===== src/pkg/bgds_pkg.sv =====
// Shared constants and types for the bridge gate drive sequencer
package bgds_pkg;

  // ******************************************************************
  // Timing
  // ******************************************************************
  localparam int CLK_PERIOD_NS  = 20;
  localparam int DEAD_MAX_NS    = 6000;
  localparam int CHG_MIN_NS     = 7000;
  localparam int CHG_TIMEOUT_NS = 200000;

  localparam int DEAD_W = 9;
  localparam int CNT_W  = 14;
  localparam int NPH    = 2;
  localparam int NSYNC  = 11;

  // Least times round up, the timeout rounds down
  localparam logic [DEAD_W-1:0] DEAD_MAX_CYC =
    DEAD_W'((DEAD_MAX_NS + CLK_PERIOD_NS - 1) / CLK_PERIOD_NS);
  localparam logic [CNT_W-1:0]  CHG_MIN_CYC =
    CNT_W'((CHG_MIN_NS + CLK_PERIOD_NS - 1) / CLK_PERIOD_NS);
  localparam int CHG_TIMEOUT_CYC = CHG_TIMEOUT_NS / CLK_PERIOD_NS;
  localparam logic [DEAD_W-1:0] DEAD_RES_CYC_DEF = 9'h032;

  // ******************************************************************
  // Encodings and reset values
  // ******************************************************************
  localparam logic [1:0]        DTCFG_GND = 2'h0;
  localparam logic [1:0]        DTCFG_VDD = 2'h3;
  localparam logic [DEAD_W-1:0] DEAD_ZERO = 9'h000;
  localparam logic [CNT_W-1:0]  CNT_ZERO  = 14'h0000;
  localparam logic [NSYNC-1:0]  SYNC_RST  = 11'h000;

  typedef enum logic {
    BGDS_IDLE   = 1'b0,
    BGDS_CHARGE = 1'b1
  } bgds_chg_t;

  typedef struct packed {
    bgds_chg_t        st;
    logic [CNT_W-1:0] cnt;
  } bgds_phase_t;

  typedef struct packed {
    bgds_phase_t [NPH-1:0] ph;
    logic                  fault;
  } bgds_top_st_t;

  typedef struct packed {
    logic              hi;
    logic              lo;
    logic [DEAD_W-1:0] cnt;
  } bgds_dead_st_t;

  typedef struct packed {
    logic [NSYNC-1:0] s1;
    logic [NSYNC-1:0] s2;
  } bgds_sync_st_t;

endpackage : bgds_pkg


===== src/verilog/bgds_sync.sv =====
// Two-stage synchroniser for the pin inputs
`timescale 1ns/1ps
module bgds_sync (
  input  wire logic                     clk_i,
  input  wire logic                     rst_i,
  input  wire logic [bgds_pkg::NSYNC-1:0] d_i,
  output logic      [bgds_pkg::NSYNC-1:0] q_o
);
  bgds_pkg::bgds_sync_st_t st;
  bgds_pkg::bgds_sync_st_t next_st;

  // First stage feeds only the second stage
  always_comb begin
    next_st.s1 = d_i;
    next_st.s2 = st.s1;
  end

  always_ff @(posedge clk_i) begin
    if (rst_i) begin
      st <= {bgds_pkg::SYNC_RST, bgds_pkg::SYNC_RST};
    end else begin
      st <= next_st;
    end
  end

  assign q_o = st.s2;
endmodule : bgds_sync


===== src/verilog/bgds_dead.sv =====
// Per-phase dead time insertion and high/low lockout
`timescale 1ns/1ps
module bgds_dead (
  input  wire logic                        clk_i,
  input  wire logic                        rst_i,
  input  wire logic [bgds_pkg::DEAD_W-1:0] dead_i,
  input  wire logic                        kill_i,
  input  wire logic                        req_high_i,
  input  wire logic                        req_low_i,
  output logic                             high_gate_o,
  output logic                             low_gate_o
);
  bgds_pkg::bgds_dead_st_t st;
  bgds_pkg::bgds_dead_st_t next_st;

  always_comb begin
    next_st = st;
    if (st.cnt != bgds_pkg::DEAD_ZERO) begin
      next_st.cnt = st.cnt - 9'h001;
    end
    // Any turn-off reloads the shared gap counter
    if (st.hi && (!req_high_i || kill_i)) begin
      next_st.hi  = 1'b0;
      next_st.cnt = dead_i;
    end
    if (st.lo && (!req_low_i || kill_i)) begin
      next_st.lo  = 1'b0;
      next_st.cnt = dead_i;
    end
    // A counter already at zero lets the on-command straight through
    if (!kill_i && st.cnt == bgds_pkg::DEAD_ZERO) begin
      if (req_high_i && !req_low_i && !st.lo) begin
        next_st.hi = 1'b1;
      end
      if (req_low_i && !st.hi) begin
        next_st.lo = 1'b1;
      end
    end
  end

  always_ff @(posedge clk_i) begin
    if (rst_i) begin
      st <= {1'b0, 1'b0, bgds_pkg::DEAD_ZERO};
    end else begin
      st <= next_st;
    end
  end

  assign high_gate_o = st.hi;
  assign low_gate_o  = st.lo;
endmodule : bgds_dead


===== src/verilog/bgds_top.sv =====
// Bridge gate drive sequencer: dead time, braking and bootstrap charging
//
// Behaviour
// - After a switch turns off, its complement waits out the dead time.
// - One dead-time value serves both bridge phases.
// - Config tied to logic supply selects the maximum dead time, 6 us.
// - Config tied to ground applies no internal dead time.
// - Only on-commands inside the gap after a turn-off, or high-side ones while the bootstrap is low or a charge runs, are delayed.
// - With the complement always off, the gate still waits out the gap its own turn-off starts.
// - Both-low or both-high command patterns hold those switches on.
// - Each phase bootstrap voltage is watched independently, while its high side is requested.
// - Bootstrap low while high side on forces a low-side charge.
// - Bootstrap low at high-side request withholds high side, charges first.
// - A charge cycle lasts at least 7 us, longer if needed.
// - No recovery within 200 us ends charging and raises the fault.
// - Both commands high drives only the low-side switch.
// - Bootstrap fault pulls fault low, kills gates, latched until reset.
// - Reset input low holds all gate drives inactive.
`timescale 1ns/1ps
module bgds_top #(
  parameter int CHG_TIMEOUT_CYCLES = bgds_pkg::CHG_TIMEOUT_CYC,
  parameter logic [bgds_pkg::DEAD_W-1:0] DEAD_RES_CYCLES =
    bgds_pkg::DEAD_RES_CYC_DEF
) (
  input  wire logic       clk_i,
  input  wire logic       rst_i,
  input  wire logic       phase_a_high_cmd_i,
  input  wire logic       phase_a_low_cmd_i,
  input  wire logic       phase_b_high_cmd_i,
  input  wire logic       phase_b_low_cmd_i,
  input  wire logic       reset_n_i,
  input  wire logic [1:0] deadtime_config_in_i,
  input  wire logic [1:0] boot_below_uv_i,
  input  wire logic [1:0] boot_above_hys_i,
  output logic      [1:0] high_gate_out_o,
  output logic      [1:0] low_gate_out_o,
  output logic            fault_o,
  output logic            fault_oe_o,
  output logic      [1:0] charging_o
);

  // ******************************************************************
  // Constants
  // ******************************************************************
  localparam int NPH = bgds_pkg::NPH;
  localparam logic [bgds_pkg::CNT_W-1:0] CHG_MIN_LAST =
    bgds_pkg::CHG_MIN_CYC - 14'h0001;
  localparam logic [bgds_pkg::CNT_W-1:0] TO_LAST =
    bgds_pkg::CNT_W'(CHG_TIMEOUT_CYCLES - 1);
  localparam logic [8:0] BRAKE_SETTLE = bgds_pkg::DEAD_MAX_CYC + 9'h003;

  // ******************************************************************
  // Pin synchronisers
  // ******************************************************************
  logic [bgds_pkg::NSYNC-1:0] pins_raw;
  logic [bgds_pkg::NSYNC-1:0] pins_s;
  logic [NPH-1:0]             hi_cmd;
  logic [NPH-1:0]             lo_cmd;
  logic                       rst_n_s;
  logic [1:0]                 dt_cfg;
  logic [NPH-1:0]             boot_below;
  logic [NPH-1:0]             boot_above;

  assign pins_raw = {reset_n_i, deadtime_config_in_i, boot_below_uv_i,
                     boot_above_hys_i, phase_b_high_cmd_i, phase_a_high_cmd_i,
                     phase_b_low_cmd_i, phase_a_low_cmd_i};

  bgds_sync u_sync (
    .clk_i (clk_i),
    .rst_i (rst_i),
    .d_i   (pins_raw),
    .q_o   (pins_s)
  );

  assign lo_cmd     = pins_s[1:0];
  assign hi_cmd     = pins_s[3:2];
  assign boot_above = pins_s[5:4];
  assign boot_below = pins_s[7:6];
  assign dt_cfg     = pins_s[9:8];
  assign rst_n_s    = pins_s[10];

  // ******************************************************************
  // Dead time selection
  // ******************************************************************
  // The config pin is a strap; a resistor setting is presented as a fixed
  // cycle count because its analogue value is static in operation.
  logic [bgds_pkg::DEAD_W-1:0] dead_cyc;

  always_comb begin
    case (dt_cfg)
      bgds_pkg::DTCFG_VDD: dead_cyc = bgds_pkg::DEAD_MAX_CYC;
      bgds_pkg::DTCFG_GND: dead_cyc = bgds_pkg::DEAD_ZERO;
      default:             dead_cyc = DEAD_RES_CYCLES;
    endcase
  end

  // ******************************************************************
  // Bootstrap charge sequencing
  // ******************************************************************
  bgds_pkg::bgds_top_st_t st;
  bgds_pkg::bgds_top_st_t next_st;
  logic                   kill;
  logic [NPH-1:0]         want_hi;
  logic [NPH-1:0]         req_hi;
  logic [NPH-1:0]         req_lo;
  logic [NPH-1:0]         chg;

  // Fault or reset pin low removes every gate drive
  assign kill = st.fault || !rst_n_s;

  always_comb begin
    for (int i = 0; i < NPH; i++) begin
      chg[i]     = (st.ph[i].st == bgds_pkg::BGDS_CHARGE);
      want_hi[i] = hi_cmd[i] && !lo_cmd[i];
      // Withheld while the bootstrap is low or a charge runs
      req_hi[i]  = want_hi[i] && !chg[i] && !boot_below[i];
      req_lo[i]  = lo_cmd[i] || chg[i];
    end
  end

  always_comb begin
    next_st = st;
    // Clear first; reset pin low also kills any charge, so no timeout latches that cycle
    if (!rst_n_s) begin
      next_st.fault = 1'b0;
    end
    for (int i = 0; i < NPH; i++) begin
      case (st.ph[i].st)
        bgds_pkg::BGDS_IDLE: begin
          next_st.ph[i].cnt = bgds_pkg::CNT_ZERO;
          if (!kill && want_hi[i] && boot_below[i]) begin
            next_st.ph[i].st = bgds_pkg::BGDS_CHARGE;
          end
        end
        bgds_pkg::BGDS_CHARGE: begin
          next_st.ph[i].cnt = st.ph[i].cnt + 14'h0001;
          if (kill) begin
            next_st.ph[i].st = bgds_pkg::BGDS_IDLE;
          end else if (st.ph[i].cnt >= CHG_MIN_LAST
                       && boot_above[i]) begin
            next_st.ph[i].st = bgds_pkg::BGDS_IDLE;
          end else if (st.ph[i].cnt == TO_LAST) begin
            next_st.ph[i].st = bgds_pkg::BGDS_IDLE;
            next_st.fault    = 1'b1;
          end
        end
        default: begin
          next_st.ph[i].st = bgds_pkg::BGDS_IDLE;
        end
      endcase
    end
  end

  always_ff @(posedge clk_i) begin
    if (rst_i) begin
      for (int i = 0; i < NPH; i++) begin
        st.ph[i].st  <= bgds_pkg::BGDS_IDLE;
        st.ph[i].cnt <= bgds_pkg::CNT_ZERO;
      end
      st.fault <= 1'b0;
    end else begin
      st <= next_st;
    end
  end

  // ******************************************************************
  // Gate drive per phase
  // ******************************************************************
  // The same dead time goes to both phases; there is no per-phase setting.
  for (genvar g = 0; g < NPH; g++) begin : g_phase
    bgds_dead u_dead (
      .clk_i       (clk_i),
      .rst_i       (rst_i),
      .dead_i      (dead_cyc),
      .kill_i      (kill),
      .req_high_i  (req_hi[g]),
      .req_low_i   (req_lo[g]),
      .high_gate_o (high_gate_out_o[g]),
      .low_gate_o  (low_gate_out_o[g])
    );
  end

  // Open drain: pulls low while the fault is latched
  assign fault_o    = 1'b0;
  assign fault_oe_o = st.fault;
  always_comb begin
    for (int i = 0; i < NPH; i++) begin
      charging_o[i] = st.ph[i].st;
    end
  end

  // Braking helper: cycles the both-low pattern has stood unkilled
  logic [8:0] brake_cnt;
  logic       brake_lo;
  assign brake_lo = (lo_cmd == 2'h3) && (hi_cmd == 2'h0) && !kill
                    && (chg == 2'h0);
  always_ff @(posedge clk_i) begin
    if (rst_i || !brake_lo) begin
      brake_cnt <= 9'h000;
    end else if (brake_cnt != 9'h1ff) begin
      brake_cnt <= brake_cnt + 9'h001;
    end
  end

  for (genvar g = 0; g < NPH; g++) begin : g_chk

  end
endmodule : bgds_top


===== config.mk =====
export PLATFORM = sky130hd
export DESIGN_NAME = bgds_top
export DESIGN_NICKNAME = d
export VERILOG_FILES = /design/src/pkg/bgds_pkg.sv /design/src/verilog/bgds_sync.sv /design/src/verilog/bgds_dead.sv /design/src/verilog/bgds_top.sv
export SDC_FILE = /design/constraint.sdc
export NUM_CORES = 1
export LEC_CHECK = 0
export ABC_AREA = 1
export BUFFER_PORTS_ARGS = -buffer_cell sky130_fd_sc_hd__buf_2
export CAP_MARGIN = 20
export CORE_MARGIN = 2
export CORE_UTILIZATION = 60
export CTS_CLUSTER_SIZE = 20
export DETAILED_ROUTE_END_ITERATION = 8
export PLACE_DENSITY = 0.79
export SLEW_MARGIN = 30
export SYNTH_ARGS = -nofsm -noshare
export SYNTH_HDL_FRONTEND = slang
export SYNTH_SLANG_ARGS = --single-unit

===== constraint.sdc =====
create_clock -name clk_i -period 1.85 [get_ports clk_i]
set_clock_uncertainty 0.2 [all_clocks]
set_input_delay 0.0925 -clock clk_i [delete_from_list [all_inputs] [get_ports clk_i]]
set_output_delay 0.0925 -clock clk_i [all_outputs]
set_load 0.05 [all_outputs]

[Word level (Yosys, flattened, before mapping)]
Index checks and enable logic that the tools add are counted.
Word-level totals
  bits in registers: 75
  bits of input ports: 13
  word-level logic and storage cells: 112
  output and inout port bits: 8
Cells by class
  multiplexer cells: 34
  reduce and logical (&&, ||, !) cells: 54
  equality and inequality tests: 3
  bitwise operators: 2
  $lt $le $gt $ge: 2
  $add $sub $neg: 4
Operators with widths (count)
  15-bit case mux with 2 select lines: 2
  9-bit 2-to-1 mux: 4
  14-bit by 1-bit adder with 14-bit output (second input constant): 2
  14-bit == test (second input constant): 2
  14-bit by 9-bit >= comparator with 1-bit output (second input constant): 2
  1-bit logical AND: 24
  1-bit 2-to-1 mux: 23
  10-bit 2-to-1 mux: 2
  9-bit zero test: 2
  9-bit case mux with 2 select lines: 1
  9-bit nonzero test: 2
  9-bit by 1-bit subtractor with 9-bit output (second input constant): 2
  1-bit zero test: 16
  1-bit logical OR: 7
  3-bit nonzero test: 2
  2-bit 2-to-1 mux: 2
  2-bit == test (second input constant): 1
  2-bit zero test: 1
  1-bit inverter: 2

[Depth between registers and ports, before layout]
  word-level depth: 11
  depth in mapped cells: 13

[Hierarchy]
Synthesis repeated with hierarchy kept, for this count alone.
Unflattened totals
  cells, all modules: 530
  area, all modules: 3682.3 um^2
By module, submodules not included
  bgds_top: cells an instance 262, area an instance 1750.4 um^2, sequential area each 620.6 um^2, times used 1
  bgds_dead: cells an instance 100, area an instance 651.9 um^2, sequential area each 220.2 um^2, times used 2
  bgds_sync: cells an instance 68, area an instance 628.1 um^2, sequential area each 440.4 um^2, times used 1

[Worst setup path after synthesis]
No wires, ideal clock.
  kind: reg2reg
  from: register st, in the netlist fault_oe_o
  to: register g_phase[1].u_dead.st[1] (netlist name)
  period minus slack after synthesis: 1780 ps
  library setup time: 109 ps
  arrival time: 1470 ps
  stages on the path, launching flop included: 12
  required time: 1541 ps
  setup slack: 70 ps
  path through: dfxtp_1 -> inv_1 -> nand2_1 -> nor2_1 -> nor2_2 -> inv_1 -> nand2_1 -> nor2_2 -> nand2_1 -> nand3_1 -> nand2_1 -> inv_1
Between the ends
  word-level cells in the longest chain between the ends: 5
  elaborated cells between the ends (all ways): 8
  those cells by class: mux (2); reduce/logical (6)
RTL lines
  start, declared: line bgds_top.sv:100  | bgds_pkg::bgds_top_st_t st;
  start signal, assigned: line bgds_top.sv:162  | st <= next_st;
  1-bit logical OR *: line bgds_top.sv:109  | assign kill = st.fault || !rst_n_s;
  1-bit logical OR: line bgds_dead.sv:22  | if (st.hi && (!req_high_i || kill_i)) begin
  1-bit logical AND: line bgds_dead.sv:22
  9-bit 2-to-1 mux: line bgds_dead.sv:22
  10-bit 2-to-1 mux: line bgds_dead.sv:26  | if (st.lo && (!req_low_i || kill_i)) begin
  end signal, assigned: line bgds_dead.sv:43  | st <= {1'b0, 1'b0, bgds_pkg::DEAD_ZERO};
  end signal, assigned: line bgds_dead.sv:45  | st <= next_st;
  end, declared: line bgds_dead.sv:13  | bgds_pkg::bgds_dead_st_t st;
Every way passes the cells marked *; elsewhere a longest branch is shown, timed or not.
A chain may end at the register's enable or synchronous reset.

[Worst setup path after layout]
  from: register g_phase[1].u_dead.st[1] (netlist name)
  to: register g_phase[1].u_dead.st[1] (netlist name)
Between the ends
  word-level cells in the longest chain between the ends: 4
  elaborated cells between the ends (all ways): 6
  those cells by class: add/sub (1); mux (3); reduce/logical (2)
RTL lines
  9-bit by 1-bit subtractor with 9-bit output: line bgds_dead.sv:19  | next_st.cnt = st.cnt - 9'h001;
  9-bit 2-to-1 mux: line bgds_dead.sv:18  | if (st.cnt != bgds_pkg::DEAD_ZERO) begin
  9-bit 2-to-1 mux: line bgds_dead.sv:22
  10-bit 2-to-1 mux: line bgds_dead.sv:26
Parallel ways exist; a longest one is shown, timed or not. The select of a mux whose other input is x is not followed.

==> results.cfg <==
[grt]
grt_pass1_wl_mm = 11.8
antenna_found_initial = 0
grt_start_max_net_pins = 22
grt_pass1_vias = 2931
grt.total_usage = 0.230
overflow = 0

[finish]
diodes = 0
final_cell_area_mm2 = 0.00400
post-route-util = 0.717
area_delta_synth_final_pct = 14.3
drive_gt1_frac = 0.143
finalNetCount = 552

[clock_tree]
numCtsBuffers = 9
cts_tree = built
cts.sinks = 75
cts-root-buf = clkbuf_8
clk_pin_slew_ns = 0.08
insertion_delay_ns = 0.33
clockBufferDepth = 2
htree_levels = 3

[sta]
rsz0062_at_grt = false
min_period_over_period = 0.939
setup_viol = 0
finalHoldViolations = 0
fin_setup_tns_ns = 0
timing.fmax_ghz = 0.575
slew_violations = 0
min_period_ns = 1.74

[power_and_ir_drop]
total_power_mw = 4.34
leakage_nw = 1.69
power_density_mw_per_mm2 = 1090
ir_worst_vdd_v = 0.000654

[floorplan]
io_pins = 21
fp.dieW_um = 80.3
core_mm2 = 0.00557
die_area_mm2 = 0.00645
die-height_um = 80.3
rows = 27
start_util = 0.627

[worst_setup_path]
cp_max_fo = 7
critPathLaunchType = flip-flop
crit_arrival_ns = 1.78
required_ns = 1.89
critPathKind = flip-flop to flip-flop
end_kind = flip-flop

[place]
dp_hpwl_mm = 4.88
io_buffers = 19
placed_area_mm2 = 0.00366
gp_congestion = 0.855

[yosys]
synth-async-reset-ratio = 0
synth_edf_count = 0
syn_avg_cell_area_um2 = 7.12
synth.area.top_cells = dfxtp_1 43%, inv_1 9.6%, nand2_1 9.6%
synthTopCellsByCount = 89 x inv_1, 89 x nand2_1, 79 x nor2_1
ys_ff_latch = 75
syn_area_mm2 = 0.00350
syn-num-nets = 514
yosys.cell_types.count = 34
synth_top_cell_by_area = dfxtp_1
synth_ff_type = dfxtp_1
synth_cells = 491
synth_top_area_share = 0.429
ys_seq_area_frac = 0.429
yosys_warnings = 0

[drt]
drc = 0
wl_mm = 6.88
viasPerCell = 5.00
drt_iter0_markers = 113
via_count = 3023
wl_per_cell_um = 11.4
postRouteAntennaNets = 0
drt-pass1-iter-count = 4

[job]
drv_cap = 0

[min_path]
hp-class = flip-flop to flip-flop

[status]
status = finished clean
[power breakdown]
group	leakage [nW]	switching [mW]	internal, mW
logic	0.978	0.740	0.520
registers	0.613	0.113	1.78
clock network	0.0946	0.585	0.606
total	1.69	1.44	2.90
[cell type report]
type                            instances  area (um2)
Clock inverter                          6        57.6
Clock buffer                            9         124
Tap cell                               72        90.1
Multi-Input combinational cell        312        1610
Timing Repair Buffer                   38         268
Sequential cell                        75        1500
Fill cell                             447        1580
Inverter                               93         349
[cells by family (layout without fill, tap and decap cells)]
kind of cell / count (synthesis) / in the layout / share of synthesized area
simple gates: 234 / 234 / 0.301
buf+inv: 104 / 146 / 0.120
flops: 75 / 75 / 0.429
compound gates: 60 / 60 / 0.0956
fa+ha+maj: 10 / 10 / 0.0358
xor+xnor: 7 / 7 / 0.0175
other cells: 1 / 1 / 0.00107
[layout by cell type (no fill, tap or decap), drive strengths merged, types with 2 or more instances in the layout]
cell type	count
a211oi	5
a21oi	35
buf	26
clkbuf	9
clkinv	4
dfxtp	75
dlygate4sd3	12
ha	10
inv	93
nand2	92
nand3	29
nand4	9
nor2	90
nor3	11
o21ai	17
xnor2	2
xor2	5
[per-stage QoR]
step           instances  setup slack, ns  hold slack [ns]
4_1_cts              604           0.0799            0.207
5_1_grt              605          0.00227            0.232
3_3_place_gp         577            0.168           0.0950
2_1_floorplan        491           0.0702        -0.000533
6_report             605            0.112            0.207
3_5_place_dp         577            0.108           0.0971
[critical path: stages, from the launching register on]
cell	delay (ns)
dfxtp_1	0.33
inv_1	0.10
ha_4	0.16
nand3_2	0.12
nor3_4	0.37
nor2_2	0.12
nand2_1	0.08
nand3_1	0.06
nand2_1	0.06
inv_1	0.04
[per-layer routing]
metal	global-route usage	vias up	routed length, um
li1	-	1599	-
met4	0.0847	0	70
met5	0	-	0
met1	0.269	1360	3150
met2	0.420	57	3400
met3	0.0360	7	265
[what timing repair did]
action,4_1_cts,5_1_grt
buffers inserted,0,1
hold endpoints to repair,17,0
resized for setup,0,9
setup endpoints to repair,0,15
hold buffers,12,0
[state kept, by name (all words and copies together), names as in the netlist]
register                    count
g_phase.u_dead.st              18
g_phase.u_dead.high_gate_o      2
st                             28
charging_o                      2
fault_oe_o                      1
u_sync.q_o                     11
g_phase.u_dead.low_gate_o       2
u_sync.next_st                 11
[path summary, 6_finish.rpt]
kind	end	cells past startpoint	from	slack, ns
setup / recovery	g_phase[1].u_dead.st[1]	9	g_phase[1].u_dead.st[1]	0.11
setup reg to reg	g_phase[1].u_dead.st[1]	9	g_phase[1].u_dead.st[1]	0.11
hold / removal	u_sync.q_o[1]	2	u_sync.next_st[1]	0.21
hold reg to reg	u_sync.q_o[1]	2	u_sync.next_st[1]	0.21
(Power assumes the default switching activity.)
